`src/hdl/pgt_pkg.sv`:
```
// Package: register map, field positions and protocol states of the power-good mask bank
package pgt_pkg;
  // ----------------------------------------
  // Register offsets
  // ----------------------------------------
  localparam logic [7:0] PGT_OFS_PG1_MASK_B = 8'ha5;
  localparam logic [7:0] PGT_OFS_PG4_MASK_A = 8'ha6;
  localparam logic [7:0] PGT_OFS_PG4_MASK_B = 8'ha7;

  // ----------------------------------------
  // Reset and read-back values
  // ----------------------------------------
  // Held only until the programmed defaults are copied in
  localparam logic [7:0] PGT_MASK_RST = 8'h00;
  localparam logic [7:0] PGT_UNMAPPED_RD = 8'h00;

  // ----------------------------------------
  // Second mask field positions
  // ----------------------------------------
  localparam int PGT_B_CI5 = 7;
  localparam int PGT_B_CI4 = 6;
  localparam int PGT_B_CI2 = 5;
  localparam int PGT_B_CI1 = 4;
  localparam int PGT_B_TERM = 3;
  localparam int PGT_B_SHARED = 2;
  localparam int PGT_B_SW_B_ONE = 1;
  localparam int PGT_B_REG3 = 0;

  // ----------------------------------------
  // First mask field positions
  // ----------------------------------------
  localparam int PGT_A_REG2 = 7;
  localparam int PGT_A_SW_A_ONE = 6;
  localparam int PGT_A_STEP_HI = 5;
  localparam int PGT_A_STEP_LO = 0;

  // ----------------------------------------
  // Serial port
  // ----------------------------------------
  localparam logic [3:0] PGT_BYTE_BITS = 4'h8;
  typedef enum logic [3:0] {
    PGT_IDLE, PGT_ADDR, PGT_AACK, PGT_REG, PGT_RACK,
    PGT_WDATA, PGT_WACK, PGT_RDATA, PGT_MACK
  } pgt_state_t;
endpackage

```
`src/hdl/pgt_if.sv`:
```
// Interfaces: power-good tree inputs and conditioned serial line events
`timescale 1ns/1ps
interface pgt_tree_if;
  logic [7:0] mask_a, mask_b, src_a, src_b;
  logic good;
  modport tree (input mask_a, input mask_b, input src_a, input src_b, output good);
  modport ctrl (output mask_a, output mask_b, output src_a, output src_b, input good);
endinterface

interface pgt_line_if;
  logic scl_rise, scl_fall, start, stop, sda;
  modport line (output scl_rise, output scl_fall, output start, output stop, output sda);
  modport proto (input scl_rise, input scl_fall, input start, input stop, input sda);
endinterface

```
`src/hdl/pgt_top.sv`:
```
// Power-good mask bank with serial register port and trees for outputs 1 and 4
//
// Behaviour
// - Output 1 second mask bit7 gates control 5
// - Output 1 second mask bit6 gates control 4
// - Output 1 second mask bit5 gates control 2
// - Output 1 second mask bit4 gates control 1
// - Output 1 second mask bit3 gates termination
// - Output 1 second mask bit2 gates shared source
// - Output 1 second mask bit1 gates switch B1
// - Output 1 second mask bit0 gates regulator 3
// - Output 4 first mask bit7 gates regulator 2
// - Output 4 first mask bit6 gates switch A1
// - Output 4 first mask bits5..0 gate step-downs
// - Output 4 second mask bits7,6 gate controls 5,4
// - Output 4 second mask bits5,4 gate controls 2,1
// - Output 4 second mask bit3 gates termination
// - Output 4 bit2 shared source chosen by programming
// - Output 4 second mask bit1 gates switch B1
// - Output 4 second mask bit0 gates regulator 3
// - Output 4 first mask at A6h, programmed default
// - Output 4 second mask at A7h, programmed default
// - Output 1 second mask at A5h, programmed default
`timescale 1ns/1ps
module pgt_top #(
  parameter logic [6:0] DEV_ADDR = 7'h2a
) (
  input wire logic clk,
  input wire logic arst_n,
  input wire logic scl,
  input wire logic sda_in,
  output logic sda_out,
  output logic sda_oe,
  input wire logic [5:0] step_down_pg,
  input wire logic regulator_1_pg,
  input wire logic regulator_2_pg,
  input wire logic regulator_3_pg,
  input wire logic switch_a_one_pg,
  input wire logic switch_b_one_pg,
  input wire logic switch_b_two_pg,
  input wire logic termination_pg,
  input wire logic control_input_1,
  input wire logic control_input_2,
  input wire logic control_input_4,
  input wire logic control_input_5,
  input wire logic [7:0] pg_output_1_mask_a,
  input wire logic [7:0] otp_pg_output_1_mask_b,
  input wire logic [7:0] otp_pg_output_4_mask_a,
  input wire logic [7:0] otp_pg_output_4_mask_b,
  input wire logic otp_shared_is_regulator,
  output logic pg_output_1,
  output logic pg_output_4
);
  pgt_pkg::pgt_state_t state, next_state;
  logic [3:0] cnt, next_cnt;
  logic [7:0] shift, next_shift;
  logic [7:0] ptr;
  logic rw;
  logic addr_hit;
  logic ptr_load;
  logic ptr_inc;
  logic wr_go;
  logic otp_loaded;
  logic shared_sel;
  logic shared_pg;
  logic [7:0] pg_output_1_mask_b;
  logic [7:0] pg_output_4_mask_a;
  logic [7:0] pg_output_4_mask_b;
  logic [7:0] src_a;
  logic [7:0] src_b;
  logic [7:0] rd_byte;

  pgt_tree_if t1_if();
  pgt_tree_if t4_if();
  pgt_line_if ln_if();

  // ----------------------------------------
  // Read decode
  // ----------------------------------------
  // Unmapped offsets read as a fixed byte and ignore writes
  function automatic logic [7:0] reg_read(input logic [7:0] ofs, input logic [7:0] m1b,
                                          input logic [7:0] m4a, input logic [7:0] m4b);
    logic [7:0] val;
    val = pgt_pkg::PGT_UNMAPPED_RD;
    if (ofs == pgt_pkg::PGT_OFS_PG1_MASK_B) begin
      val = m1b;
    end else if (ofs == pgt_pkg::PGT_OFS_PG4_MASK_A) begin
      val = m4a;
    end else if (ofs == pgt_pkg::PGT_OFS_PG4_MASK_B) begin
      val = m4b;
    end
    return val;
  endfunction

  assign rd_byte = reg_read(ptr, pg_output_1_mask_b, pg_output_4_mask_a, pg_output_4_mask_b);

  // ----------------------------------------
  // Line conditioning
  // ----------------------------------------
  pgt_line u_line (
    .clk(clk),
    .arst_n(arst_n),
    .scl(scl),
    .sda(sda_in),
    .lb(ln_if.line)
  );

  // ----------------------------------------
  // Serial protocol next state
  // ----------------------------------------
  // Data is sampled on clock rise and changed on clock fall
  always_comb begin
    next_state = state;
    next_cnt = cnt;
    next_shift = shift;
    addr_hit = 1'b0;
    ptr_load = 1'b0;
    ptr_inc = 1'b0;
    wr_go = 1'b0;
    if (ln_if.start) begin
      next_state = pgt_pkg::PGT_ADDR;
      next_cnt = 4'h0;
    end else if (ln_if.stop) begin
      next_state = pgt_pkg::PGT_IDLE;
    end else begin
      unique case (state)
        pgt_pkg::PGT_IDLE: begin
          next_cnt = 4'h0;
        end
        pgt_pkg::PGT_ADDR: begin
          if (ln_if.scl_rise) begin
            next_shift = {shift[6:0], ln_if.sda};
            next_cnt = cnt + 4'h1;
          end else if (ln_if.scl_fall && cnt == pgt_pkg::PGT_BYTE_BITS) begin
            next_cnt = 4'h0;
            if (shift[7:1] == DEV_ADDR) begin
              addr_hit = 1'b1;
              next_state = pgt_pkg::PGT_AACK;
            end else begin
              next_state = pgt_pkg::PGT_IDLE;
            end
          end
        end
        pgt_pkg::PGT_AACK: begin
          if (ln_if.scl_fall) begin
            next_cnt = 4'h0;
            if (rw) begin
              next_state = pgt_pkg::PGT_RDATA;
              next_shift = rd_byte;
              ptr_inc = 1'b1;
            end else begin
              next_state = pgt_pkg::PGT_REG;
            end
          end
        end
        pgt_pkg::PGT_REG: begin
          if (ln_if.scl_rise) begin
            next_shift = {shift[6:0], ln_if.sda};
            next_cnt = cnt + 4'h1;
          end else if (ln_if.scl_fall && cnt == pgt_pkg::PGT_BYTE_BITS) begin
            next_cnt = 4'h0;
            ptr_load = 1'b1;
            next_state = pgt_pkg::PGT_RACK;
          end
        end
        pgt_pkg::PGT_RACK: begin
          if (ln_if.scl_fall) begin
            next_cnt = 4'h0;
            next_state = pgt_pkg::PGT_WDATA;
          end
        end
        pgt_pkg::PGT_WDATA: begin
          if (ln_if.scl_rise) begin
            next_shift = {shift[6:0], ln_if.sda};
            next_cnt = cnt + 4'h1;
          end else if (ln_if.scl_fall && cnt == pgt_pkg::PGT_BYTE_BITS) begin
            next_cnt = 4'h0;
            wr_go = 1'b1;
            ptr_inc = 1'b1;
            next_state = pgt_pkg::PGT_WACK;
          end
        end
        pgt_pkg::PGT_WACK: begin
          if (ln_if.scl_fall) begin
            next_cnt = 4'h0;
            next_state = pgt_pkg::PGT_WDATA;
          end
        end
        pgt_pkg::PGT_RDATA: begin
          if (ln_if.scl_rise) begin
            next_cnt = cnt + 4'h1;
          end else if (ln_if.scl_fall && cnt == pgt_pkg::PGT_BYTE_BITS) begin
            next_cnt = 4'h0;
            next_state = pgt_pkg::PGT_MACK;
          end else if (ln_if.scl_fall) begin
            next_shift = {shift[6:0], 1'b0};
          end
        end
        pgt_pkg::PGT_MACK: begin
          // A high acknowledge from the master ends the read
          if (ln_if.scl_rise && ln_if.sda) begin
            next_state = pgt_pkg::PGT_IDLE;
          end else if (ln_if.scl_fall) begin
            next_cnt = 4'h0;
            next_state = pgt_pkg::PGT_RDATA;
            next_shift = rd_byte;
            ptr_inc = 1'b1;
          end
        end
      endcase
    end
  end

  // ----------------------------------------
  // Serial protocol state
  // ----------------------------------------
  always_ff @(posedge clk or negedge arst_n) begin
    if (!arst_n) begin
      state <= pgt_pkg::PGT_IDLE;
      cnt <= 4'h0;
      shift <= 8'h00;
    end else begin
      state <= next_state;
      cnt <= next_cnt;
      shift <= next_shift;
    end
  end

  // Direction bit of the address byte
  always_ff @(posedge clk or negedge arst_n) begin
    if (!arst_n) begin
      rw <= 1'b0;
    end else if (addr_hit) begin
      rw <= shift[0];
    end
  end

  // Register pointer auto-increments after each written byte and as each read byte is loaded
  always_ff @(posedge clk or negedge arst_n) begin
    if (!arst_n) begin
      ptr <= 8'h00;
    end else if (ptr_load) begin
      ptr <= shift;
    end else if (ptr_inc) begin
      ptr <= ptr + 8'h01;
    end
  end

  // ----------------------------------------
  // Data line drive
  // ----------------------------------------
  // Open drain: the pin is only ever pulled low, never driven high
  always_ff @(posedge clk or negedge arst_n) begin
    if (!arst_n) begin
      sda_out <= 1'b0;
      sda_oe <= 1'b0;
    end else begin
      sda_out <= 1'b0;
      sda_oe <= (next_state == pgt_pkg::PGT_AACK) || (next_state == pgt_pkg::PGT_RACK) ||
                (next_state == pgt_pkg::PGT_WACK) ||
                ((next_state == pgt_pkg::PGT_RDATA) && !next_shift[7]);
    end
  end

  // ----------------------------------------
  // Mask registers
  // ----------------------------------------
  // Async reset can only load a constant; programmed defaults follow on the first edge
  always_ff @(posedge clk or negedge arst_n) begin
    if (!arst_n) begin
      otp_loaded <= 1'b0;
      shared_sel <= 1'b0;
      pg_output_1_mask_b <= pgt_pkg::PGT_MASK_RST;
      pg_output_4_mask_a <= pgt_pkg::PGT_MASK_RST;
      pg_output_4_mask_b <= pgt_pkg::PGT_MASK_RST;
    end else if (!otp_loaded) begin
      otp_loaded <= 1'b1;
      shared_sel <= otp_shared_is_regulator;
      pg_output_1_mask_b <= otp_pg_output_1_mask_b;
      pg_output_4_mask_a <= otp_pg_output_4_mask_a;
      pg_output_4_mask_b <= otp_pg_output_4_mask_b;
    end else if (wr_go) begin
      if (ptr == pgt_pkg::PGT_OFS_PG1_MASK_B) begin
        pg_output_1_mask_b <= shift;
      end
      if (ptr == pgt_pkg::PGT_OFS_PG4_MASK_A) begin
        pg_output_4_mask_a <= shift;
      end
      if (ptr == pgt_pkg::PGT_OFS_PG4_MASK_B) begin
        pg_output_4_mask_b <= shift;
      end
    end
  end

  // ----------------------------------------
  // Tree sources
  // ----------------------------------------
  assign shared_pg = shared_sel ? regulator_1_pg : switch_b_two_pg;

  // Same source order in both second masks, so one vector serves both trees
  always_comb begin
    src_a = 8'h00;
    src_b = 8'h00;
    src_a[pgt_pkg::PGT_A_REG2] = regulator_2_pg;
    src_a[pgt_pkg::PGT_A_SW_A_ONE] = switch_a_one_pg;
    src_a[pgt_pkg::PGT_A_STEP_HI:pgt_pkg::PGT_A_STEP_LO] = step_down_pg;
    src_b[pgt_pkg::PGT_B_CI5] = control_input_5;
    src_b[pgt_pkg::PGT_B_CI4] = control_input_4;
    src_b[pgt_pkg::PGT_B_CI2] = control_input_2;
    src_b[pgt_pkg::PGT_B_CI1] = control_input_1;
    src_b[pgt_pkg::PGT_B_TERM] = termination_pg;
    src_b[pgt_pkg::PGT_B_SHARED] = shared_pg;
    src_b[pgt_pkg::PGT_B_SW_B_ONE] = switch_b_one_pg;
    src_b[pgt_pkg::PGT_B_REG3] = regulator_3_pg;
  end

  // Output 1 takes its first mask from outside this bank
  assign t1_if.mask_a = pg_output_1_mask_a;
  assign t1_if.mask_b = pg_output_1_mask_b;
  assign t1_if.src_a = src_a;
  assign t1_if.src_b = src_b;
  assign t4_if.mask_a = pg_output_4_mask_a;
  assign t4_if.mask_b = pg_output_4_mask_b;
  assign t4_if.src_a = src_a;
  assign t4_if.src_b = src_b;

  pgt_tree u_tree_1 (
    .clk(clk),
    .arst_n(arst_n),
    .tr(t1_if.tree)
  );

  pgt_tree u_tree_4 (
    .clk(clk),
    .arst_n(arst_n),
    .tr(t4_if.tree)
  );

  assign pg_output_1 = t1_if.good;
  assign pg_output_4 = t4_if.good;

  // ----------------------------------------
  // Checks
  // ----------------------------------------
  property p_ci5_out1;
    @(posedge clk) disable iff (!arst_n)
    (!control_input_5 && !pg_output_1_mask_b[pgt_pkg::PGT_B_CI5]) |=> !pg_output_1;
  endproperty
  a_ci5_out1: assert property (p_ci5_out1) else $error("control 5 not gating output 1");

  property p_switch_b_one_out1;
    @(posedge clk) disable iff (!arst_n)
    (!switch_b_one_pg && !pg_output_1_mask_b[pgt_pkg::PGT_B_SW_B_ONE]) |=> !pg_output_1;
  endproperty
  a_switch_b_one_out1: assert property (p_switch_b_one_out1) else $error("switch B1 not gating output 1");

  property p_reg3_out1;
    @(posedge clk) disable iff (!arst_n)
    (!regulator_3_pg && !pg_output_1_mask_b[pgt_pkg::PGT_B_REG3]) |=> !pg_output_1;
  endproperty
  a_reg3_out1: assert property (p_reg3_out1) else $error("regulator 3 not gating output 1");

  property p_reg2_out4;
    @(posedge clk) disable iff (!arst_n)
    (!regulator_2_pg && !pg_output_4_mask_a[pgt_pkg::PGT_A_REG2]) |=> !pg_output_4;
  endproperty
  a_reg2_out4: assert property (p_reg2_out4) else $error("regulator 2 not gating output 4");

  property p_step_out4;
    @(posedge clk) disable iff (!arst_n)
    (|(~step_down_pg & ~pg_output_4_mask_a[pgt_pkg::PGT_A_STEP_HI:pgt_pkg::PGT_A_STEP_LO])) |=> !pg_output_4;
  endproperty
  a_step_out4: assert property (p_step_out4) else $error("step-down not gating output 4");

  property p_shared_out4;
    @(posedge clk) disable iff (!arst_n)
    (shared_sel && !regulator_1_pg && !pg_output_4_mask_b[pgt_pkg::PGT_B_SHARED]) ##1 1'b1 |-> !pg_output_4;
  endproperty
  a_shared_out4: assert property (p_shared_out4) else $error("shared source not gating output 4");

  property p_all_masked;
    @(posedge clk) disable iff (!arst_n)
    (&pg_output_4_mask_a && &pg_output_4_mask_b) [*2] |-> pg_output_4;
  endproperty
  a_all_masked: assert property (p_all_masked) else $error("fully masked output 4 not good");

  property p_wr_a6;
    @(posedge clk) disable iff (!arst_n)
    (otp_loaded && wr_go && ptr == pgt_pkg::PGT_OFS_PG4_MASK_A) |=> (pg_output_4_mask_a == $past(shift));
  endproperty
  a_wr_a6: assert property (p_wr_a6) else $error("write to A6h lost");

  property p_wr_a7;
    @(posedge clk) disable iff (!arst_n)
    (otp_loaded && wr_go && ptr == pgt_pkg::PGT_OFS_PG4_MASK_B) |=> (pg_output_4_mask_b == $past(shift));
  endproperty
  a_wr_a7: assert property (p_wr_a7) else $error("write to A7h lost");

  // Sampled reset term keeps the release edge itself, still in reset, from starting an attempt
  property p_otp_a5;
    @(posedge clk) disable iff (!arst_n)
    (arst_n && !otp_loaded) |=> (pg_output_1_mask_b == $past(otp_pg_output_1_mask_b)) && otp_loaded;
  endproperty
  a_otp_a5: assert property (p_otp_a5) else $error("A5h default not loaded");
endmodule

```
`src/hdl/pgt_tree.sv`:
```
// Power-good tree: one output formed from two masks and sixteen sources
`timescale 1ns/1ps
module pgt_tree (
  input wire logic clk,
  input wire logic arst_n,
  pgt_tree_if.tree tr
);
  // ----------------------------------------
  // Combine
  // ----------------------------------------
  // A set mask bit forces its source good, so it can never hold the output low
  always_ff @(posedge clk or negedge arst_n) begin
    if (!arst_n) begin
      tr.good <= 1'b0;
    end else begin
      tr.good <= (&(tr.src_a | tr.mask_a)) & (&(tr.src_b | tr.mask_b));
    end
  end
endmodule

```
`src/hdl/pgt_line.sv`:
```
// Serial line conditioner: clock edges, start and stop conditions
`timescale 1ns/1ps
module pgt_line (
  input wire logic clk,
  input wire logic arst_n,
  input wire logic scl,
  input wire logic sda,
  pgt_line_if.line lb
);
  logic scl_q;
  logic sda_q;

  // ----------------------------------------
  // Edge and condition detect
  // ----------------------------------------
  // Line idles high, so the previous samples reset to one
  always_ff @(posedge clk or negedge arst_n) begin
    if (!arst_n) begin
      scl_q <= 1'b1;
      sda_q <= 1'b1;
      lb.scl_rise <= 1'b0;
      lb.scl_fall <= 1'b0;
      lb.start <= 1'b0;
      lb.stop <= 1'b0;
      lb.sda <= 1'b1;
    end else begin
      scl_q <= scl;
      sda_q <= sda;
      lb.scl_rise <= !scl_q && scl;
      lb.scl_fall <= scl_q && !scl;
      lb.start <= scl_q && scl && sda_q && !sda; // Data falls while clock high
      lb.stop <= scl_q && scl && !sda_q && sda;
      lb.sda <= sda;
    end
  end
endmodule

```
`config.mk`:
```
export PLATFORM = sky130hd
export DESIGN_NAME = pgt_top
export DESIGN_NICKNAME = d
export VERILOG_FILES = /design/src/hdl/pgt_pkg.sv /design/src/hdl/pgt_if.sv /design/src/hdl/pgt_top.sv /design/src/hdl/pgt_tree.sv /design/src/hdl/pgt_line.sv
export SDC_FILE = /design/constraint.sdc
export NUM_CORES = 1
export LEC_CHECK = 0
export BUFFER_PORTS_ARGS = -buffer_cell sky130_fd_sc_hd__buf_4
export CAP_MARGIN = 0
export CORE_ASPECT_RATIO = 1.1
export CORE_UTILIZATION = 41
export DETAILED_ROUTE_END_ITERATION = 7
export PLACE_DENSITY = 0.58
export SYNTH_ARGS = -nofsm -noshare
export SYNTH_HDL_FRONTEND = slang
export SYNTH_SLANG_ARGS = --single-unit
```
`constraint.sdc`:
```
create_clock -name clk -period 3.6 [get_ports clk]
set_clock_uncertainty 0.2 [all_clocks]
set_input_delay 0.72 -clock clk [delete_from_list [all_inputs] [get_ports clk]]
set_output_delay 0.72 -clock clk [all_outputs]
set_load 0.1 [all_outputs]
```
==> reports/summary.txt, run 1 <==
Psw = 0.780 mW
Setup Buffers After CTS = 0
First-pass GRT wire length = 16000 um
Placed inst area = 4030 sq um
Share of the synthesized area in the top cell type = 40.9%
Clock Latency Late Sink = 0.35 ns
Initial antenna violation count = 0
Drt first pass iters = 4
Seq pwr share = 44.8%
Num Clock Sinks = 60
Post-synthesis cell area = 3550 sq um
Post-synth EDFFs = 0
Slew HR = 48.2%
Die area = 9030 sq um
RSZ-0062 raised after global routing = false
Min setup slack post-route = 0.965 ns
Combinational share of power = 23.3%
Fin. Hold Viols = 0
Ys async rst share = 100%
Cell-internal power = 1.38 mW
Syn_area_per_cell = 8.74 sq um
Core Rows = 35
Outcome = completed
# IOs = 58
Via density = 5.57
Worst slew pin tran = 0.777 ns
CTS root buffer = clkbuf_8
Ys Warns = 0
Layout Nets = 514
Gpl congestion = 0.860
Most used DFF post-synth = dfrtp_1
CTS H-tree lvls = 3
Avg WL per Cell = 16.9 um
FILL cells = 832
Post-route ant nets = 0
Largest net degree at the start of global routing = 61
Vias = 3182
PortBufs = 56
Share of layout cells above drive strength 1 = 19.6%
Post-CTS Hold Fix Bufs = 0
Post-synth top area cell = dfrtp_1
Number of global-route vias before repair = 3134
Final Cycle Share = 73.2%
CTS resizes = 0
Count of different cell masters after synthesis = 61
FMAX = 380 MHz
Crit. End Element = register
Num CTS Buffers = 9
Max-slew violations = 0
Die Width = 90.7 um
Worst reg2reg path depth = 7
Top cells by area, synth = dfrtp_1 (41%), a21oi_1 (6.6%), mux2i_1 (5.9%), nor2_1 (4.9%), nand2_1 (4.3%)
Layout area overhead = 19.8%
DRC viols = 0
Total GRT Usage = 23.0%
Final setup viols = 0
Maximum VDD drop = 0.000187 V
Net Sw Frac = 36.2%
Post-layout instance area = 4250 sq um
CTS max path bufs = 2
Ant. Diodes = 0
Synth Net Count = 465
First DRT Iteration DRCs = 154
CP Max Fanout = 17
Most frequent cells in the layout = buf_4 (59), dfrtp_1 (58), a21oi_1 (47)
PwrDens = 508 nW/um^2
Pre-CTS setup slack = 0.945 ns
Hold/Removal Path Class = input pin to async pin
Clk slew on worst S/H paths = 0.07 ns
Cells after Synth = 406
Final min period = 2.64 ns
TritonCTS clock tree = done
Commonest non-fill, non-tap cell in the layout = buf_4
Worst Path Required = 3.67 ns
Post-DP HPWL = 7030 um
Core Util, Final = 50.8%
R2r setup slk = 0.96 ns
Core box area = 8360 sq um
Fin Setup TNS = 0 ns
Hold WS = 0.230 ns
R2r endpoint = sda_oe$_DFF_PN0_
Crit path launch type = register
Die height = 99.6 um
Initial Util = 42.4%
Crit path kind = register to register
Gr ovfl total = 0
RR Startpoint = state[2]$_DFF_PN0_
Arrival time worst endpoint = 2.70 ns
Register bit total from synthesis = 60
Clock share of power = 31.8%
Leak = 1.93 nW
Seq/Total Area, Yosys = 42.4%
Routed wire length = 9650 um
Max Cap Viol = 0
cells by family after synthesis:
logic type	Yosys count	share of synthesized area [%]
XOR/XNOR	3	0.741
buffers and inverters	37	4.44
adder cells (fa/ha/maj)	5	1.76
flip-flops	60	42.4
other	2	0.212
multiplexers	24	6.88
AND/OR/NAND/NOR	155	22.8
AO/OA/AOI/OAI	120	20.8
worst max path at each step:
stage	start	endpoint	slack (ns)	cells past startpoint
after CTS	state[0]$_DFF_PN0_	sda_oe$_DFF_PN0_	0.93	6
after global placement	state[3]$_DFF_PN0_	sda_oe$_DFF_PN0_	0.88	6
final	state[2]$_DFF_PN0_	sda_oe$_DFF_PN0_	0.96	7
after global routing	state[2]$_DFF_PN0_	pg_output_4_mask_b[2]$_DFFE_PN0P_	0.70	6
after detailed placement	state[3]$_DFF_PN0_	sda_oe$_DFF_PN0_	0.95	6
after floorplan	cnt[0]$_DFFE_PN0P_	ptr[7]$_DFFE_PN0P_	1.25	9
Yosys cell counts (all sizes together) (8+ instances only):
library cell,count
dfrtp,58
a21oi,47
nor2,46
nand2,45
o22ai,23
mux2i,21
o21ai,17
inv,16
clkbuf,13
nor3b,9
buf,8
nor4,8
per-layer routing:
metal  wire [um]  global-route usage [%]  share of wire (%)  up-vias
met5           0                       0                  0        -
met1        4320                    29.7                 45     1490
li1            -                       -                  -     1570
met4         202                    9.31                2.1        0
met2        4610                    37.1                 48      106
met3         520                    5.43                5.4       16
layout make-up:
type / count / area, sq um / share of cell area, %
Clock buffer: 10 / 128 / 3.00
Clock inverter: 6 / 88.8 / 2.09
Inverter: 16 / 60.1 / 1.41
Multi-Input combinational cell: 309 / 1890 / 44.4
Sequential cell: 60 / 1500 / 35.4
Tap cell: 111 / 139 / 3.27
Timing Repair Buffer: 59 / 443 / 10.4
stage by stage:
step	power, mW	cells
6_report	2.16	571
5_1_grt	2.28	571
4_1_cts	2.17	571
3_5_place_dp	1.48	555
3_3_place_gp	1.48	555
2_1_floorplan	1.26	406
power by group through the flow:
stage          logic (mW)  registers [mW]  clock network [mW]
2_1_floorplan       0.367           0.892                   0
3_3_place_gp        0.508           0.975                   0
3_5_place_dp        0.508           0.974                   0
4_1_cts             0.511           0.963               0.694
5_1_grt             0.567           0.979               0.729
6_report            0.504           0.966               0.687
critical path: stages, from the launching register on:
cell and delay, ns:
dfrtp_1 0.59, nand2b_1 0.25, a21oi_1 0.24, o21bai_1 0.16, or3_1 0.46, a211oi_1 0.40
nand3_1 0.12, a31oi_1 0.15
registers in the layout, indices dropped and copies added (netlist names), 4 cells and up:
name and count:
pg_output_1_mask_b 8, ptr 8, pg_output_4_mask_a 8, shift 8
state 4, pg_output_4_mask_b 8, cnt 4
Note: power is estimated with default switching activity, not from simulation.
==> inputs of run 2 (changes only) <==
--- a/config.mk
+++ b/config.mk
@@ -5,12 +5,13 @@
 export SDC_FILE = /design/constraint.sdc
 export NUM_CORES = 1
 export LEC_CHECK = 0
+export ABC_AREA = 1
 export BUFFER_PORTS_ARGS = -buffer_cell sky130_fd_sc_hd__buf_4
 export CAP_MARGIN = 0
 export CORE_ASPECT_RATIO = 1.1
 export CORE_UTILIZATION = 41
 export DETAILED_ROUTE_END_ITERATION = 7
-export PLACE_DENSITY = 0.58
+export PLACE_DENSITY = 0.6
 export SYNTH_ARGS = -nofsm -noshare
 export SYNTH_HDL_FRONTEND = slang
 export SYNTH_SLANG_ARGS = --single-unit
==> constraint.sdc (replaced) <==
create_clock -name clk -period 2.4 [get_ports clk]
set_clock_uncertainty 0.2 [all_clocks]
set_input_delay 0.48 -clock clk [delete_from_list [all_inputs] [get_ports clk]]
set_output_delay 0.48 -clock clk [all_outputs]
set_load 0.1 [all_outputs]
==> run 2 against run 1 <==
  * Synthesized cell count grew 21%
  * Power increased by 65%
  * Utilization rose by 0.57 points
  * Die area rose by 5.3%
  * Synthesized area increased by 5.5%
  * Worst setup slack lost 0.77 ns
==> reports/summary.txt, run 2 <==
RSZ-0062 raised after global routing = false
CTS H-tree lvls = 3 (unchanged)
Seq pwr share = 40.9% (-3.9 points)
Total GRT Usage = 22.4% (-0.60 points)
Ys Warns = 0 (unchanged)
FMAX = 453 MHz (+19%)
Final min period = 2.21 ns (-0.425 ns)
PortBufs = 56 (unchanged)
Net Sw Frac = 40.0% (+3.8 points)
Outcome = completed
CP Max Fanout = 16 (-1)
Drt first pass iters = 5 (+1)
Tot Pwr = 3.55 mW (+65%)
Cells after Synth = 492 (+21%)
Post-DP HPWL = 7920 um (+13%)
Worst reg2reg path depth = 10 (+3)
Fin. Hold Viols = 0 (unchanged)
Num CTS Buffers = 9 (unchanged)
Share of the synthesized area in the top cell type = 38.8% (-2.1 points)
Largest net degree at the start of global routing = 36 (-41%)
Max-slew violations = 0 (unchanged)
Die height = 102 um (+2.6%)
First-pass GRT wire length = 16300 um (+1.7%)
Cell-internal power = 2.13 mW (+55%)
TritonCTS clock tree = done
Core Rows = 36 (+2.9%)
Post-route ant nets = 0 (unchanged)
Count of different cell masters after synthesis = 45 (-26%)
Maximum VDD drop = 0.000294 V (+57%)
Worst slew pin tran = 0.738 ns (-0.0392 ns)
Psw = 1.42 mW (+82%)
Most used DFF post-synth = dfrtp_1
Ys async rst share = 100% (unchanged)
Seq/Total Area, Yosys = 40.2% (-2.2 points)
Layout Nets = 619 (+20%)
Crit path kind = register to register
Share of layout cells above drive strength 1 = 25.1% (+5.6 points)
Clock Latency Late Sink = 0.34 ns (about the same)
Ant. Diodes = 0 (unchanged)
Final setup viols = 0 (unchanged)
Combinational share of power = 35.1% (+12 points)
Initial Util = 42.2% (-0.25 points)
First DRT Iteration DRCs = 211 (+37%)
PwrDens = 779 nW/um^2 (+53%)
Hold/Removal Path Class = input pin to register
DRC viols = 0 (unchanged)
Core box area = 8870 sq um (+6.1%)
Syn_area_per_cell = 7.60 sq um (-13%)
Routed wire length = 10200 um (+6.2%)
Arrival time worst endpoint = 2.23 ns (-0.47 ns)
Die Width = 93.1 um (+2.6%)
Register bit total from synthesis = 60 (unchanged)
Die area = 9510 sq um (+5.3%)
Gr ovfl total = 0 (unchanged)
Top cells by area, synth = dfrtp_1 (39%), nand2_1 (12%), nand3_1 (5.1%), inv_1 (4.5%), nor2_1 (4.2%)
CTS root buffer = clkbuf_8
Synth Net Count = 551 (+18%)
Layout area overhead = 21.8%
Worst Path Required = 2.42 ns (-1.25 ns)
Via density = 5.23 (-6.2%)
Most frequent cells in the layout = nand2_1 (119), buf_4 (65), dfrtp_1 (58)
Num Clock Sinks = 60 (unchanged)
Post-synth top area cell = dfrtp_1
Final Cycle Share = 92.1% (+19 points)
Post-synthesis cell area = 3740 sq um (+5.5%)
Max Cap Viol = 0 (unchanged)
Final std cells w/o fill = 679 (+19%)
Post-synth EDFFs = 0 (unchanged)
Crit path launch type = register
CTS max path bufs = 2 (unchanged)
Number of global-route vias before repair = 3333 (+6.3%)
Gpl congestion = 0.916 (+6.5%)
Hold depth = 1
Clock share of power = 24.0% (-7.8 points)
Clk slew on worst S/H paths = 0.07 ns (about the same)
Cell with the most instances after synthesis = nand2_1
Commonest non-fill, non-tap cell in the layout = nand2_1
# IOs = 58 (unchanged)
Crit. End Element = register
Slew HR = 50.7% (+2.6 points)
Initial antenna violation count = 0 (unchanged)
Leak = 2.19 nW (+14%)
Cell count after placement = 661 (+19%)
Top cells by count, synth = nand2_1 (120), dfrtp_1 (58), inv_1 (45)
Avg WL per Cell = 15.1 um (-11%)
Vias = 3549 (+12%)
run 2: cell types whose count changed after synthesis, sizes merged, moves of 10 or more:
cell and delta:
inv +36, o21ai +24, nand2 +87, o22ai -21
a21oi -19, nand3 +33, clkbuf -10, mux2i -19
run 2: final timing paths:
path	startpoint	endpoint	slack (ns)
worst max-delay path	ptr[0]$_DFFE_PN0P_	pg_output_4_mask_a[5]$_DFFE_PN0P_	0.19
worst min-delay path	sda_in	u_line.sda_q$_DFF_PN1_	0.05
worst max register to register	ptr[0]$_DFFE_PN0P_	pg_output_4_mask_a[5]$_DFFE_PN0P_	0.19
worst min register to register	u_line.scl_q$_DFF_PN1_	u_line.lb.scl_fall$_DFF_PN0_	0.29
max in group asynchronous	arst_n	pg_output_4_mask_b[0]$_DFFE_PN0P_	1.05
min in group asynchronous	arst_n	shift[7]$_DFF_PN0_	0.44
run 2: timing repair:
item / in CTS / in global routing
buffers inserted: 0 / 1
endpoints found under the hold margin: 32 / 0
pin swaps: 0 / 1
gates cloned: 0 / 0
gates resized for setup: 1 / 4
setup endpoints to repair: 8 / 19
hold buffers: 1 / 0
run 2: routing by layer:
layer	track usage (%)	up-vias	wire length, um
met5	0	-	0
met4	8.28	0	169
met3	3.35	15	421
met2	35.3	92	4720
met1	31.3	1671	4930
li1	-	1771	-
run 2: power groups by stage:
stage	Clock [mW]	Sequential [mW]	Combinational, mW
floorplan	0	1.43	0.887
global placement	0	1.46	1.22
detailed placement	0	1.46	1.24
CTS	0.867	1.44	1.24
global route	0.909	1.48	1.40
finish	0.850	1.45	1.25
run 2: per-stage QoR:
step                setup TNS [ns]  worst slack, ns  utilization [%]  instance area [sq um]  hold slack [ns]
CTS                              0           0.0983             50.9                   4520           0.0394
detailed placement          -0.594          -0.0880             48.7                   4320            0.277
floorplan                        0            0.464                -                   3740          -0.0156
global placement            -0.269          -0.0401             48.7                   4320            0.264
finish                           0            0.190             51.4                   4560           0.0526
global route                     0           0.0612             51.4                   4560           0.0475
run 2: layout make-up:
cell class                 count  area (sq um)
multi-input combinational    369          1990
clock inverter                 2          10.0
timing repair buffer          68           538
tap                          114           143
inverter                      52           195
fill                         872          4320
clock buffer                  14           173
sequential                    60          1500
run 2: cells by family (layout without fill, tap and decap cells):
kind of cell    Yosys count  count (layout)  share of synthesized area, %
flops                    60              60                          40.2
compound gates           95              95                          16.0
xor+xnor                  8               8                          1.87
simple gates            257             257                          32.5
mux                       2               2                         0.535
fa+ha+maj                 5               5                          1.67
other cells               2               2                         0.201
buf+inv                  63             136                          7.06
run 2: critical path, cell delays in order, from the launching register on:
cell and delay (ns):
dfrtp_1 0.44, inv_1 0.13, ha_1 0.15, nand3_1 0.14
inv_1 0.11, nand2_1 0.18, inv_1 0.29, a31oi_4 0.14
buf_12 0.17, nand2_1 0.05, o21ai_0 0.08
==> inputs of run 3 (changes only) <==
--- a/config.mk
+++ b/config.mk
@@ -9,9 +9,10 @@
 export BUFFER_PORTS_ARGS = -buffer_cell sky130_fd_sc_hd__buf_4
 export CAP_MARGIN = 0
 export CORE_ASPECT_RATIO = 1.1
-export CORE_UTILIZATION = 41
+export CORE_UTILIZATION = 30
 export DETAILED_ROUTE_END_ITERATION = 7
-export PLACE_DENSITY = 0.6
+export PLACE_DENSITY = 0.47
+export RECOVER_POWER = 25
 export SYNTH_ARGS = -nofsm -noshare
 export SYNTH_HDL_FRONTEND = slang
 export SYNTH_SLANG_ARGS = --single-unit
==> run 3 against run 2 <==
  * The flow now finishes with violations (max-capacitance violations, max-slew violations)
  * Utilization fell by 12 points
  * Non-clock buffer count rose by 4
  * Die area rose by 36%
  * Wire length rose by 7.3%
  * First-iteration DRC count rose by 6.6%
  * Sequential cell count did not move
  * Critical endpoint is now ptr[7]$_DFFE_PN0P_
  * Combinational power barely moved
  * Final cell count rose by 6.5%
==> reports/summary.txt, run 3 (synthesis results as in run 2) <==
Slowest cell on the critical path = dfrtp_1
# IOs = 58 (unchanged)
Worst slew pin tran = 1.56 ns (+0.822 ns)
First DRT Iteration DRCs = 225 (+6.6%)
Die area = 12900 sq um (+36%)
Net Sw Frac = 37.5% (-2.5 points)
Min setup slack post-route = 0.223 ns (+0.0323 ns)
GRT met1 Usage = 26.5% (-4.8 points)
PwrDens = 836 nW/um^2 (+7.4%)
RR Startpoint = cnt[0]$_DFFE_PN0P_
Max incr delay on CP = 0.39 ns (-0.05 ns)
Fin. Hold Viols = 0 (unchanged)
Vias = 3521 (-0.79%)
TritonCTS clock tree = done
Max-slew violations = 61 (+61)
Gr ovfl total = 0 (unchanged)
Post-route ant nets = 0 (unchanged)
Gpl congestion = 0.864 (-5.6%)
Cell-internal power = 2.46 mW (+16%)
Slew HR = -4.00% (-55 points)
Maximum VDD drop = 0.000328 V (+12%)
FMAX = 459 MHz (+1.5%)
Most frequent cells in the layout = nand2_1 (119), buf_4 (68), dfrtp_1 (58)
Placed inst area = 4400 sq um (+1.7%)
Clock Latency Late Sink = 0.33 ns (about the same)
Core box area = 12100 sq um (+36%)
Commonest non-fill, non-tap cell in the layout = nand2_1
Worst Hold Launch = sda_in
Final min period = 2.18 ns (-0.0323 ns)
Met3 GRT Util = 2.19% (-1.2 points)
Clk slew on worst S/H paths = 0.05 ns (-0.02 ns)
Worst Path Required = 2.40 ns (-0.02 ns)
Crit path kind = register to register
Pre-CTS setup slack = -0.171 ns (-0.0832 ns)
Combinational share of power = 32.1% (-3.0 points)
Num Clock Sinks = 60 (unchanged)
CTS max path bufs = 2 (unchanged)
DRC viols = 0 (unchanged)
First-pass GRT wire length = 18400 um (+13%)
Critical Path, Cell by Cell = inv_1 -> ha_1 -> nand2_1 -> nor2_2 -> nand2_2 -> nor2_4 -> buf_4 -> nor2_2 -> nor2_2 -> nand2_2 -> nand2_2 -> inv_2 -> nand2_1 -> o211ai_1
Layout area overhead = 26.0%
Routed wire length = 11000 um (+7.3%)
Arrival time worst endpoint = 2.18 ns (-0.05 ns)
RSZ-0062 raised after global routing = false
Post-CTS Hold Fix Bufs = 0 (-1)
Grt peak-use layer = met2
Initial Util = 31.0% (-11 points)
Number of global-route vias before repair = 3576 (+7.3%)
CP startpoint = cnt[0]$_DFFE_PN0P_
Drt first pass iters = 4 (-1)
Delay-heaviest family, CP = simple AND/OR/NAND/NOR gates
CTS root buffer = clkbuf_16
Num CTS Buffers = 9 (unchanged)
Crit. End Element = register
Violations in the final reports = max-capacitance violations, max-slew violations
Initial antenna violation count = 0 (unchanged)
Via density = 4.87 (-6.8%)
Clock share of power = 31.1% (+7.1 points)
Met2 Resource Use GR = 28.9% (-6.4 points)
Outcome = finished with violations
Avg WL per Cell = 15.2 um (+0.75%)
Hold WS = 0.0710 ns (+0.0184 ns)
Hold/Removal Path Class = input pin to register
Psw = 1.48 mW (+4.0%)
Final setup viols = 0 (unchanged)
Seq pwr share = 36.7% (-4.2 points)
Layout Nets = 623 (+0.65%)
Crit path launch type = register
Die height = 119 um (+17%)
Final Cycle Share = 90.7% (-1.3 points)
Max Cap Viol = 1 (+1)
Core Rows = 42 (+17%)
Post-layout instance area = 4710 sq um (+3.4%)
Post-DP HPWL = 8580 um (+8.3%)
Ant. Diodes = 0 (unchanged)
Tot Pwr = 3.94 mW (+11%)
Die Width = 108 um (+17%)
Largest net degree at the start of global routing = 61 (+69%)
Leak = 2.24 nW (+2.4%)
CP Buf/Inv Count = 3 (-1)
PortBufs = 56 (unchanged)
Share of layout cells above drive strength 1 = 25.5% (+0.35 points)
Total GRT Usage = 18.7% (-3.7 points)
CTS H-tree lvls = 3 (unchanged)
CP Max Fanout = 8 (-8)
[run 3: timing repair]
action	CTS	global route
cloned	0	0
gates resized for setup	1	4
endpoints found under the setup margin	8	28
pin swaps	0	1
buffers inserted	0	1
[run 3: metal layers]
metal | up-vias | wire length [um] | share of wire, %
met1 | 1642 | 5160 | 47
met2 | 84 | 5130 | 47
met5 | - | 0 | 0
li1 | 1784 | - | -
met4 | 0 | 208 | 1.9
met3 | 11 | 492 | 4.5
[run 3: worst register-to-register path: cells and delay by family, from the launching register on]
kind            cells  cell delay (ns)
buf+inv             3             0.32
compound gates      1             0.08
fa+ha+maj           1             0.17
simple gates        9             0.89
flops               1             0.39
[run 3: through the flow]
stage          utilization, %  setup TNS (ns)  cells
2_1_floorplan               -               0    492
3_3_place_gp             36.4          -0.761    706
3_5_place_dp             36.4           -1.16    706
4_1_cts                  38.8               0    722
5_1_grt                  39.0               0    723
6_report                 39.0               0    723
[run 3: cell type report]
type,instances,area (sq um)
Clock inverter,2,10.0
Timing Repair Buffer,72,547
Clock buffer,14,274
Multi-Input combinational cell,369,1990
Sequential cell,60,1500
Inverter,52,195
Fill cell,1322,7370
Tap cell,154,193
[run 3: path summary, 6_finish.rpt]
| kind | endpoint | slack [ns] | cells after the start |
|---|---|---|---|
| setup / recovery | ptr[7]$_DFFE_PN0P_ | 0.22 | 14 |
| hold / removal | u_line.sda_q$_DFF_PN1_ | 0.07 | 1 |
| max in group asynchronous | state[1]$_DFF_PN0_ | 0.72 | 1 |
| hold reg to reg | u_line.lb.scl_fall$_DFF_PN0_ | 0.29 | 2 |
| setup reg to reg | ptr[7]$_DFFE_PN0P_ | 0.22 | 14 |
| min in group asynchronous | cnt[2]$_DFFE_PN0P_ | 0.34 | 1 |
[run 3: power by group through the flow]
stage | Combinational (mW) | Clock [mW] | Sequential, mW
after floorplan | 0.887 | 0 | 1.43
after global placement | 1.26 | 0 | 1.47
after detailed placement | 1.26 | 0 | 1.46
after CTS | 1.27 | 1.25 | 1.44
after global routing | 1.43 | 1.28 | 1.47
final | 1.27 | 1.23 | 1.45
